### config.mk
export PLATFORM = sky130hd
export DESIGN_NAME = rtc_tcc_ctrl
export DESIGN_NICKNAME = d
export VERILOG_FILES = /design/src/rtc_tcc_pkg.sv /design/src/rtc_tcc_trim.sv /design/src/rtc_tcc_ctrl.sv
export SDC_FILE = /design/constraint.sdc
export NUM_CORES = 1
export LEC_CHECK = 0
export BUFFER_PORTS_ARGS = -buffer_cell sky130_fd_sc_hd__buf_2
export CAP_MARGIN = 20
export CORE_UTILIZATION = 25
export DETAILED_ROUTE_END_ITERATION = 7
export SYNTH_ARGS = -nofsm -noshare
export SYNTH_HDL_FRONTEND = slang
export SYNTH_SLANG_ARGS = --single-unit
### constraint.sdc
create_clock -name mclk -period 12.1 [get_ports mclk]
set_clock_uncertainty 0.05 [all_clocks]
set_input_delay 0.605 -clock mclk [delete_from_list [all_inputs] [get_ports mclk]]
set_output_delay 0.605 -clock mclk [all_outputs]
set_load 0.01 [all_outputs]
### src/rtc_tcc_pkg.sv
// constants, field layouts and carrier types of the temperature compensation control block
// assumes a single 200 MHz clock domain and a byte-wide register port
package rtc_tcc_pkg;

  // register map
  localparam logic [7:0] ADDR_GAIN_CTL = 8'h0D;
  localparam logic [7:0] ADDR_FIN_AT   = 8'h0E;
  localparam logic [7:0] ADDR_FIN_DT   = 8'h0F;

  // reset values
  localparam logic [7:0] GAIN_CTL_RST  = 8'h00;
  localparam logic [5:0] FIN_AT_RST    = 6'h00;
  localparam logic [4:0] FIN_DT_RST    = 5'h00;

  // field positions inside the gain and battery control register
  localparam int TSE_POS  = 7;
  localparam int BATTERY_COMP_ENABLE_POS = 6;
  localparam int BATTERY_COMP_RATE_POS = 5;
  localparam int GAIN_POS = 0;

  // timing
  localparam int CLK_MHZ          = 200;
  localparam int CONV_TIME_MS     = 22;
  localparam int CONV_CYCLES      = CONV_TIME_MS * CLK_MHZ * 1000;
  localparam int SEC_CYCLES       = CLK_MHZ * 1000000;
  localparam int SEC_PER_MIN      = 60;
  localparam int PERIOD_SLOW_MIN  = 10;
  localparam int PERIOD_FAST_MIN  = 1;
  localparam int PERIOD_SLOW_SECS = PERIOD_SLOW_MIN * SEC_PER_MIN;
  localparam int PERIOD_FAST_SECS = PERIOD_FAST_MIN * SEC_PER_MIN;

  // trim encodings
  localparam logic [3:0] DT_MAG_MAX    = 4'hA;
  localparam logic [5:0] GAIN_UNITY_16 = 6'h10;
  localparam logic [5:0] AT_CODE_MAX   = 6'h3F;

  typedef struct packed {
    logic       temp_sense_enable;
    logic       battery_comp_enable;
    logic       battery_comp_rate;
    logic [4:0] gain;
  } rtc_ctl_t;

  typedef struct packed {
    logic [5:0] at;
    logic [4:0] dt;
  } rtc_trim_t;

endpackage

### src/rtc_tcc_trim.sv
// trim arithmetic: applies the gain-scaled analog correction and the sign-magnitude digital trim
// assumes corrections come from the compensation engine on the same clock
`timescale 1ns/1ps
`default_nettype none
module rtc_tcc_trim
  import rtc_tcc_pkg::*;
(
  // settings
  input  wire logic [4:0]        gain,
  input  wire rtc_trim_t         init,
  // corrections in nominal steps
  input  wire logic signed [6:0] at_corr,
  input  wire logic signed [4:0] dt_corr,
  // result
  output var  rtc_trim_t         result
);

  // factor in sixteenths: top bit 0 shrinks from 16/16, top bit 1 grows from 17/16
  function automatic logic [5:0] gain_factor(input logic [4:0] g);
    gain_factor = g[4] ? 6'(GAIN_UNITY_16 + 6'h01 + {2'b00, g[3:0]})
                       : 6'(GAIN_UNITY_16 - {2'b00, g[3:0]});
  endfunction

  function automatic logic signed [5:0] dt_to_int(input logic [4:0] d);
    dt_to_int = d[4] ? -$signed({2'b00, d[3:0]}) : $signed({2'b00, d[3:0]});
  endfunction

  function automatic logic [4:0] int_to_dt(input logic signed [6:0] v);
    logic [6:0] mag;
    mag = v[6] ? 7'(-v) : 7'(v);
    if (mag > {3'b000, DT_MAG_MAX}) begin
      mag = {3'b000, DT_MAG_MAX};
    end
    int_to_dt = {v[6], mag[3:0]};
  endfunction

  wire logic signed [13:0] at_prod   = 14'(at_corr * $signed({1'b0, gain_factor(gain)}));
  wire logic signed [9:0]  at_offset = 10'(at_prod >>> 4);
  wire logic signed [10:0] at_sum    = 11'($signed({5'b00000, init.at}) - at_offset);
  wire logic signed [6:0]  dt_sum    = 7'(dt_to_int(init.dt) + dt_corr);

  assign result.at = at_sum < 0 ? 6'h00 : (at_sum > $signed({5'b00000, AT_CODE_MAX}) ? AT_CODE_MAX : at_sum[5:0]);
  assign result.dt = int_to_dt(dt_sum);

endmodule
`default_nettype wire

### src/rtc_tcc_ctrl.sv
// temperature compensation control: gain and battery-mode register, sensing scheduler, final trim readback
// assumes a byte register port from the serial front end and analog sensor results on the same clock
`timescale 1ns/1ps
`default_nettype none
module rtc_tcc_ctrl
  import rtc_tcc_pkg::*;
#(
  parameter int SEC_CYCLES_P  = SEC_CYCLES,
  parameter int CONV_CYCLES_P = CONV_CYCLES
)(
  // clock and reset
  input  wire logic              mclk,
  input  wire logic              rstn,
  // register port
  input  wire logic [7:0]        reg_addr,
  input  wire logic [7:0]        reg_wdata,
  input  wire logic              reg_wr,
  input  wire logic              reg_rd,
  output logic [7:0]             reg_rdata,
  // supply status pins
  input  wire logic              battery_mode,
  input  wire logic              vbat_low,
  // initial trims
  input  wire logic [5:0]        initial_analog_trim,
  input  wire logic [4:0]        initial_digital_trim,
  // sensor and compensation engine
  output logic                   conv_busy,
  output logic                   cycle_done,
  input  wire logic signed [6:0] at_corr,
  input  wire logic signed [4:0] dt_corr,
  // trims to the oscillator
  output logic [5:0]             final_analog_trim,
  output logic [4:0]             final_digital_trim
);

  typedef enum logic {ST_IDLE, ST_CONV} rtc_state_t;

  rtc_state_t state_ff;
  rtc_state_t nxt_state;
  rtc_ctl_t   ctl_ff;
  rtc_trim_t  fin_ff;
  rtc_trim_t  trim_res;
  logic [4:0] gain_snap_ff;
  logic [7:0] reg_rdata_ff;
  logic       bat_s1_ff;
  logic       bat_ff;
  logic       low_s1_ff;
  logic       low_ff;
  logic       start_req_ff;
  logic [31:0] sec_cnt_ff;
  logic [9:0]  per_cnt_ff;
  logic [31:0] conv_cnt_ff;

  // decode
  wire logic wr_ctl      = reg_wr && (reg_addr == ADDR_GAIN_CTL);
  wire logic tse_wr      = wr_ctl && reg_wdata[TSE_POS];
  wire logic comp_ok     = ctl_ff.temp_sense_enable && (!bat_ff || (ctl_ff.battery_comp_enable && !low_ff));
  wire logic sec_tick    = comp_ok && (sec_cnt_ff == 32'(SEC_CYCLES_P - 1));
  wire logic [9:0] per_secs = (bat_ff && !ctl_ff.battery_comp_rate) ? 10'(PERIOD_SLOW_SECS) : 10'(PERIOD_FAST_SECS);
  wire logic per_tick    = sec_tick && (per_cnt_ff == 10'(per_secs - 10'h001));
  wire logic start       = (state_ff == ST_IDLE) && comp_ok && (start_req_ff || per_tick);
  wire logic conv_end    = (state_ff == ST_CONV) && (conv_cnt_ff == 32'(CONV_CYCLES_P - 1));
  wire rtc_trim_t init_trim = '{at: initial_analog_trim, dt: initial_digital_trim};

  wire logic [7:0] rd_mux = (reg_addr == ADDR_GAIN_CTL) ? ctl_ff :
                            (reg_addr == ADDR_FIN_AT)   ? {2'b00, fin_ff.at} :
                            (reg_addr == ADDR_FIN_DT)   ? {3'b000, fin_ff.dt} : 8'h00;

  rtc_tcc_trim u_trim (
    .gain    (gain_snap_ff),
    .init    (init_trim),
    .at_corr (at_corr),
    .dt_corr (dt_corr),
    .result  (trim_res)
  );

  // pin synchronisers
  always_ff @(posedge mclk) begin
    bat_s1_ff <= battery_mode;
    bat_ff    <= bat_s1_ff;
    low_s1_ff <= vbat_low;
    low_ff    <= low_s1_ff;
  end

  // only the gain/control register is writable
  always_ff @(posedge mclk) begin
    if (!rstn) begin
      ctl_ff       <= GAIN_CTL_RST;
      reg_rdata_ff <= 8'h00;
    end else begin
      if (wr_ctl) begin
        ctl_ff <= reg_wdata;
      end
      if (reg_rd) begin
        reg_rdata_ff <= rd_mux;
      end
    end
  end

  always_ff @(posedge mclk) begin
    if (!rstn || !ctl_ff.temp_sense_enable && !tse_wr) begin
      start_req_ff <= 1'b0;
    end else if (tse_wr) begin
      start_req_ff <= 1'b1;
    end else if (start) begin
      start_req_ff <= 1'b0;
    end
  end

  // period counters cleared while gated off
  always_ff @(posedge mclk) begin
    if (!rstn || !comp_ok) begin
      sec_cnt_ff <= 32'h00000000;
      per_cnt_ff <= 10'h000;
    end else begin
      sec_cnt_ff <= sec_tick ? 32'h00000000 : 32'(sec_cnt_ff + 32'h00000001);
      if (per_tick) begin
        per_cnt_ff <= 10'h000;
      end else if (sec_tick) begin
        per_cnt_ff <= 10'(per_cnt_ff + 10'h001);
      end
    end
  end

  always_comb begin
    nxt_state = state_ff;
    case (state_ff)
      ST_IDLE: begin
        if (start) begin
          nxt_state = ST_CONV;
        end
      end
      ST_CONV: begin
        if (!comp_ok || conv_end) begin
          nxt_state = ST_IDLE;
        end
      end
      default: nxt_state = ST_IDLE;
    endcase
  end

  always_ff @(posedge mclk) begin
    if (!rstn) begin
      state_ff    <= ST_IDLE;
      conv_cnt_ff <= 32'h00000000;
    end else begin
      state_ff    <= nxt_state;
      conv_cnt_ff <= (state_ff == ST_CONV) ? 32'(conv_cnt_ff + 32'h00000001) : 32'h00000000;
    end
  end

  always_ff @(posedge mclk) begin
    if (!rstn) begin
      gain_snap_ff <= GAIN_CTL_RST[4:0];
    end else if (start) begin
      gain_snap_ff <= ctl_ff.gain;
    end
  end

  always_ff @(posedge mclk) begin
    if (!rstn) begin
      fin_ff <= '{at: FIN_AT_RST, dt: FIN_DT_RST};
    end else if (!ctl_ff.temp_sense_enable) begin
      fin_ff <= init_trim;
    end else if (conv_end && comp_ok) begin
      fin_ff <= trim_res;
    end
  end

  assign reg_rdata          = reg_rdata_ff;
  assign conv_busy          = (state_ff == ST_CONV);
  assign cycle_done         = conv_end && comp_ok;
  assign final_analog_trim  = fin_ff.at;
  assign final_digital_trim = fin_ff.dt;

  // helper: busy length counter
  logic [31:0] busy_len_ff;
  always_ff @(posedge mclk) begin
    if (!rstn || !conv_busy) begin
      busy_len_ff <= 32'h00000000;
    end else begin
      busy_len_ff <= 32'(busy_len_ff + 32'h00000001);
    end
  end
endmodule
`default_nettype wire

==> out/results.ini <==
[yosys]
avgSynthCellArea_um2=8.39
synth_cell_types=61
synth_area_um2=7350
synthTopCellsByArea=dfxtp_1 31%, fa_1 8.7%, ha_1 7.7%, nor2_1 5.5%, xor2_1 5.1%
ys_seq_area_share_pct=30.5
synthArstFlopShare_pct=0
synth.top_cell.area_share_pct=30.5
synth_top_area_cell=dfxtp_1
synthSimpleGateAreaFrac_pct=25.2
yosys_register_bits=112
yosys_warnings=0
synth_edf_count=0
synthFlopType=dfxtp_1
synth_xor_area_share_pct=10.4
synth_mux_area_share_pct=1.28
synth_compound_area_share_pct=11.0
synth_top_family_by_area=simple AND/OR/NAND/NOR gates
synthAdderAreaFrac_pct=16.4
syn-num-nets=998
syn_inst=876

[sta]
post-route-period-util_pct=56.6
timing.fmax_mhz=146
drv_slew=0
rsz0062_at_grt=no
slew_headroom_pct=37.9
setup_tns_ns=0
min_period_ns=6.85
hold_viol_final=0
fin_ws_ns=5.25
hold_ws_ns=0.281
final-setup-viol-count=0
tightest_slew_ns=0.930

[finish]
nNetsFinal=1055
diodes=0
final_cell_mix=112 x dfxtp_1, 108 x nor2_1, 85 x nand2_1
drive_gt1_share_pct=11.3
multi_input_area_um2=4730
layout_commonest_cell=dfxtp_1
fillCellCount=3039
register_area_um2=2240
area_delta_synth_final_pct=14.8

[global_routing]
track_usage_pct=11.2
grt-ovfl-total=0
grt_max_degree=33
grt_pass1_vias=5836
antenna_found_initial=0
grt_pass1_wl_um=27900

[drt]
wirelength_um=16300
drt-wirelength-per-cell_um=12.3
vias_per_cell=4.48
ant_nets=0
first_pass_iters=4
drtIter0Drc=276
drc_errors=0
dr_total_vias=5926

[cts]
cts.path.max_buffers=2
cts_hold_buf=0
cts_root_buf=clkbuf_16
clk-insertion-delay-late_ns=0.36
cts_resized=0
cts_tree=built
h-tree-depth=3
path_clk_slew_ns=0.08
clkSinkCount=112
cts_buffers=9
cts_setup_buffers=0

[power_and_ir_drop]
finalPower_w=0.000773
p_leak_nw=3.24
p_per_area_nw_per_um2=91.6
peakVddDrop_mv=0.0567

[placement]
place_hpwl_um=13000
gp_congestion=0.852
dp_slack_ns=5.29
port-buffer-count=65

[critical_path]
cp_data_required_time_ns=12.30
r2r_start=gain_snap_ff[0]
crit_arrival_ns=7.04
critPathMaxFanout=7
cp-startpoint=gain_snap_ff[0]
r2r_slack_ns=5.25
critPathCaptureType=flop
crit_type=reg2reg
start_kind=flop

[floorplanning]
fp.dieW_um=173
core_um2=28800
io_pins=66
die_y_um=173
die-area_um2=30100
start_util_pct=25.5
placementRows=62

[worst_hold_path]
worstHoldPathType=reg2reg
min_from=bat_s1_ff

[job]
cap_violations=0

[status]
outcome=completed

cells in the mapped netlist, drive strengths merged, types with 2 or more instances:
cell,n
clkbuf,17
and2,32
o21ai,30
o221ai,2
nor3,9
a211oi,4
xor2,44
nor2,109
nand2b,11
dfxtp,112
and3,12
o21bai,3
a31oi,6
ha,45
or2,2
a21bo,2
nor4b,2
and4,4
a21o,4
nor4,7
a21oi,43
or3,14
a21boi,3
and3b,2
xnor2,40
nand2,85
o211ai,6
nor2b,14
a22oi,2
nand3,49
mux2i,9
o221a,6
fa,32
inv,76
buf,5
nand4,16
a41oi,5
worst paths after layout:
path / endpoint / cells after the start
hold / removal: bat_ff / 0
setup / recovery: final_analog_trim[4] / 27
setup reg to reg: final_analog_trim[4] / 27
hold reg to reg: bat_ff / 0
cell type report:
cell class	count	area share, %
Tap cell	384	5.70
Clock inverter	6	0.935
Multi-Input combinational cell	666	56.1
Clock buffer	10	2.72
Timing Repair Buffer	68	4.60
Sequential cell	112	26.6
Inverter	76	3.38
power breakdown:
group | leakage, nW | switching (W) | total (W) | internal (W)
logic | 2.18 | 0.0000459 | 0.0000821 | 0.0000362
clock network | 0.152 | 0.000148 | 0.000314 | 0.000166
registers | 0.907 | 0.00000428 | 0.000376 | 0.000372
total | 3.24 | 0.000198 | 0.000773 | 0.000574
logic make-up (layout without fill, tap and decap cells):
kind of cell | Yosys count | in the layout
XOR/XNOR | 85 | 85
flip-flops | 112 | 112
buffers and inverters | 98 | 160
AO/OA/AOI/OAI | 122 | 122
adder cells (fa/ha/maj) | 77 | 77
multiplexers | 9 | 9
AND/OR/NAND/NOR | 373 | 373
per-stage QoR:
stage,cell area [um2],util [%],cells
after floorplan,7350,-,876
after global placement,8070,28.0,1304
after detailed placement,8070,28.0,1304
after CTS,8380,29.1,1320
after global routing,8430,29.3,1322
final,8430,29.3,1322
layer usage:
metal | part of all wire (%) | vias to the layer above | global-route usage [%] | routed length, um
met5 | 0 | - | 0 | 0
met4 | 1.4 | 0 | 3.58 | 230
met3 | 3.0 | 16 | 1.51 | 494
met2 | 48 | 79 | 19.6 | 7890
met1 | 47 | 2765 | 14.3 | 7670
li1 | - | 3066 | - | -
flip-flops by register name, summed over array words and instances, names as in the netlist:
register and count:
conv_cnt_ff 32, sec_cnt_ff 32, per_cnt_ff 10, ctl_ff 8, reg_rdata 8, final_analog_trim 6, final_digital_trim 5, gain_snap_ff 5
bat_ff 1, bat_s1_ff 1, conv_busy 1, low_ff 1, low_s1_ff 1, start_req_ff 1
critical path: stages (launching register included):
cell and delay (ns):
dfxtp_1 0.48, inv_1 0.09, ha_1 0.22, o21ai_0 0.21, xnor2_1 0.26, and2_1 0.21
fa_1 0.42, ha_1 0.29, inv_1 0.05, fa_1 0.54, inv_1 0.06, fa_1 0.48
ha_1 0.36, nand2_1 0.13, nor4b_4 0.06, or2_2 0.31, nor2_1 0.12, xor2_1 0.16
ha_1 0.28, nor2b_1 0.16, o21ai_0 0.20, a21boi_0 0.14, o21ai_0 0.34, nand2_1 0.11
xor3_1 0.23, a2111oi_4 0.35, mux2i_2 0.17, o221a_2 0.28
No activity file was read; power rests on OpenSTA's default activity.
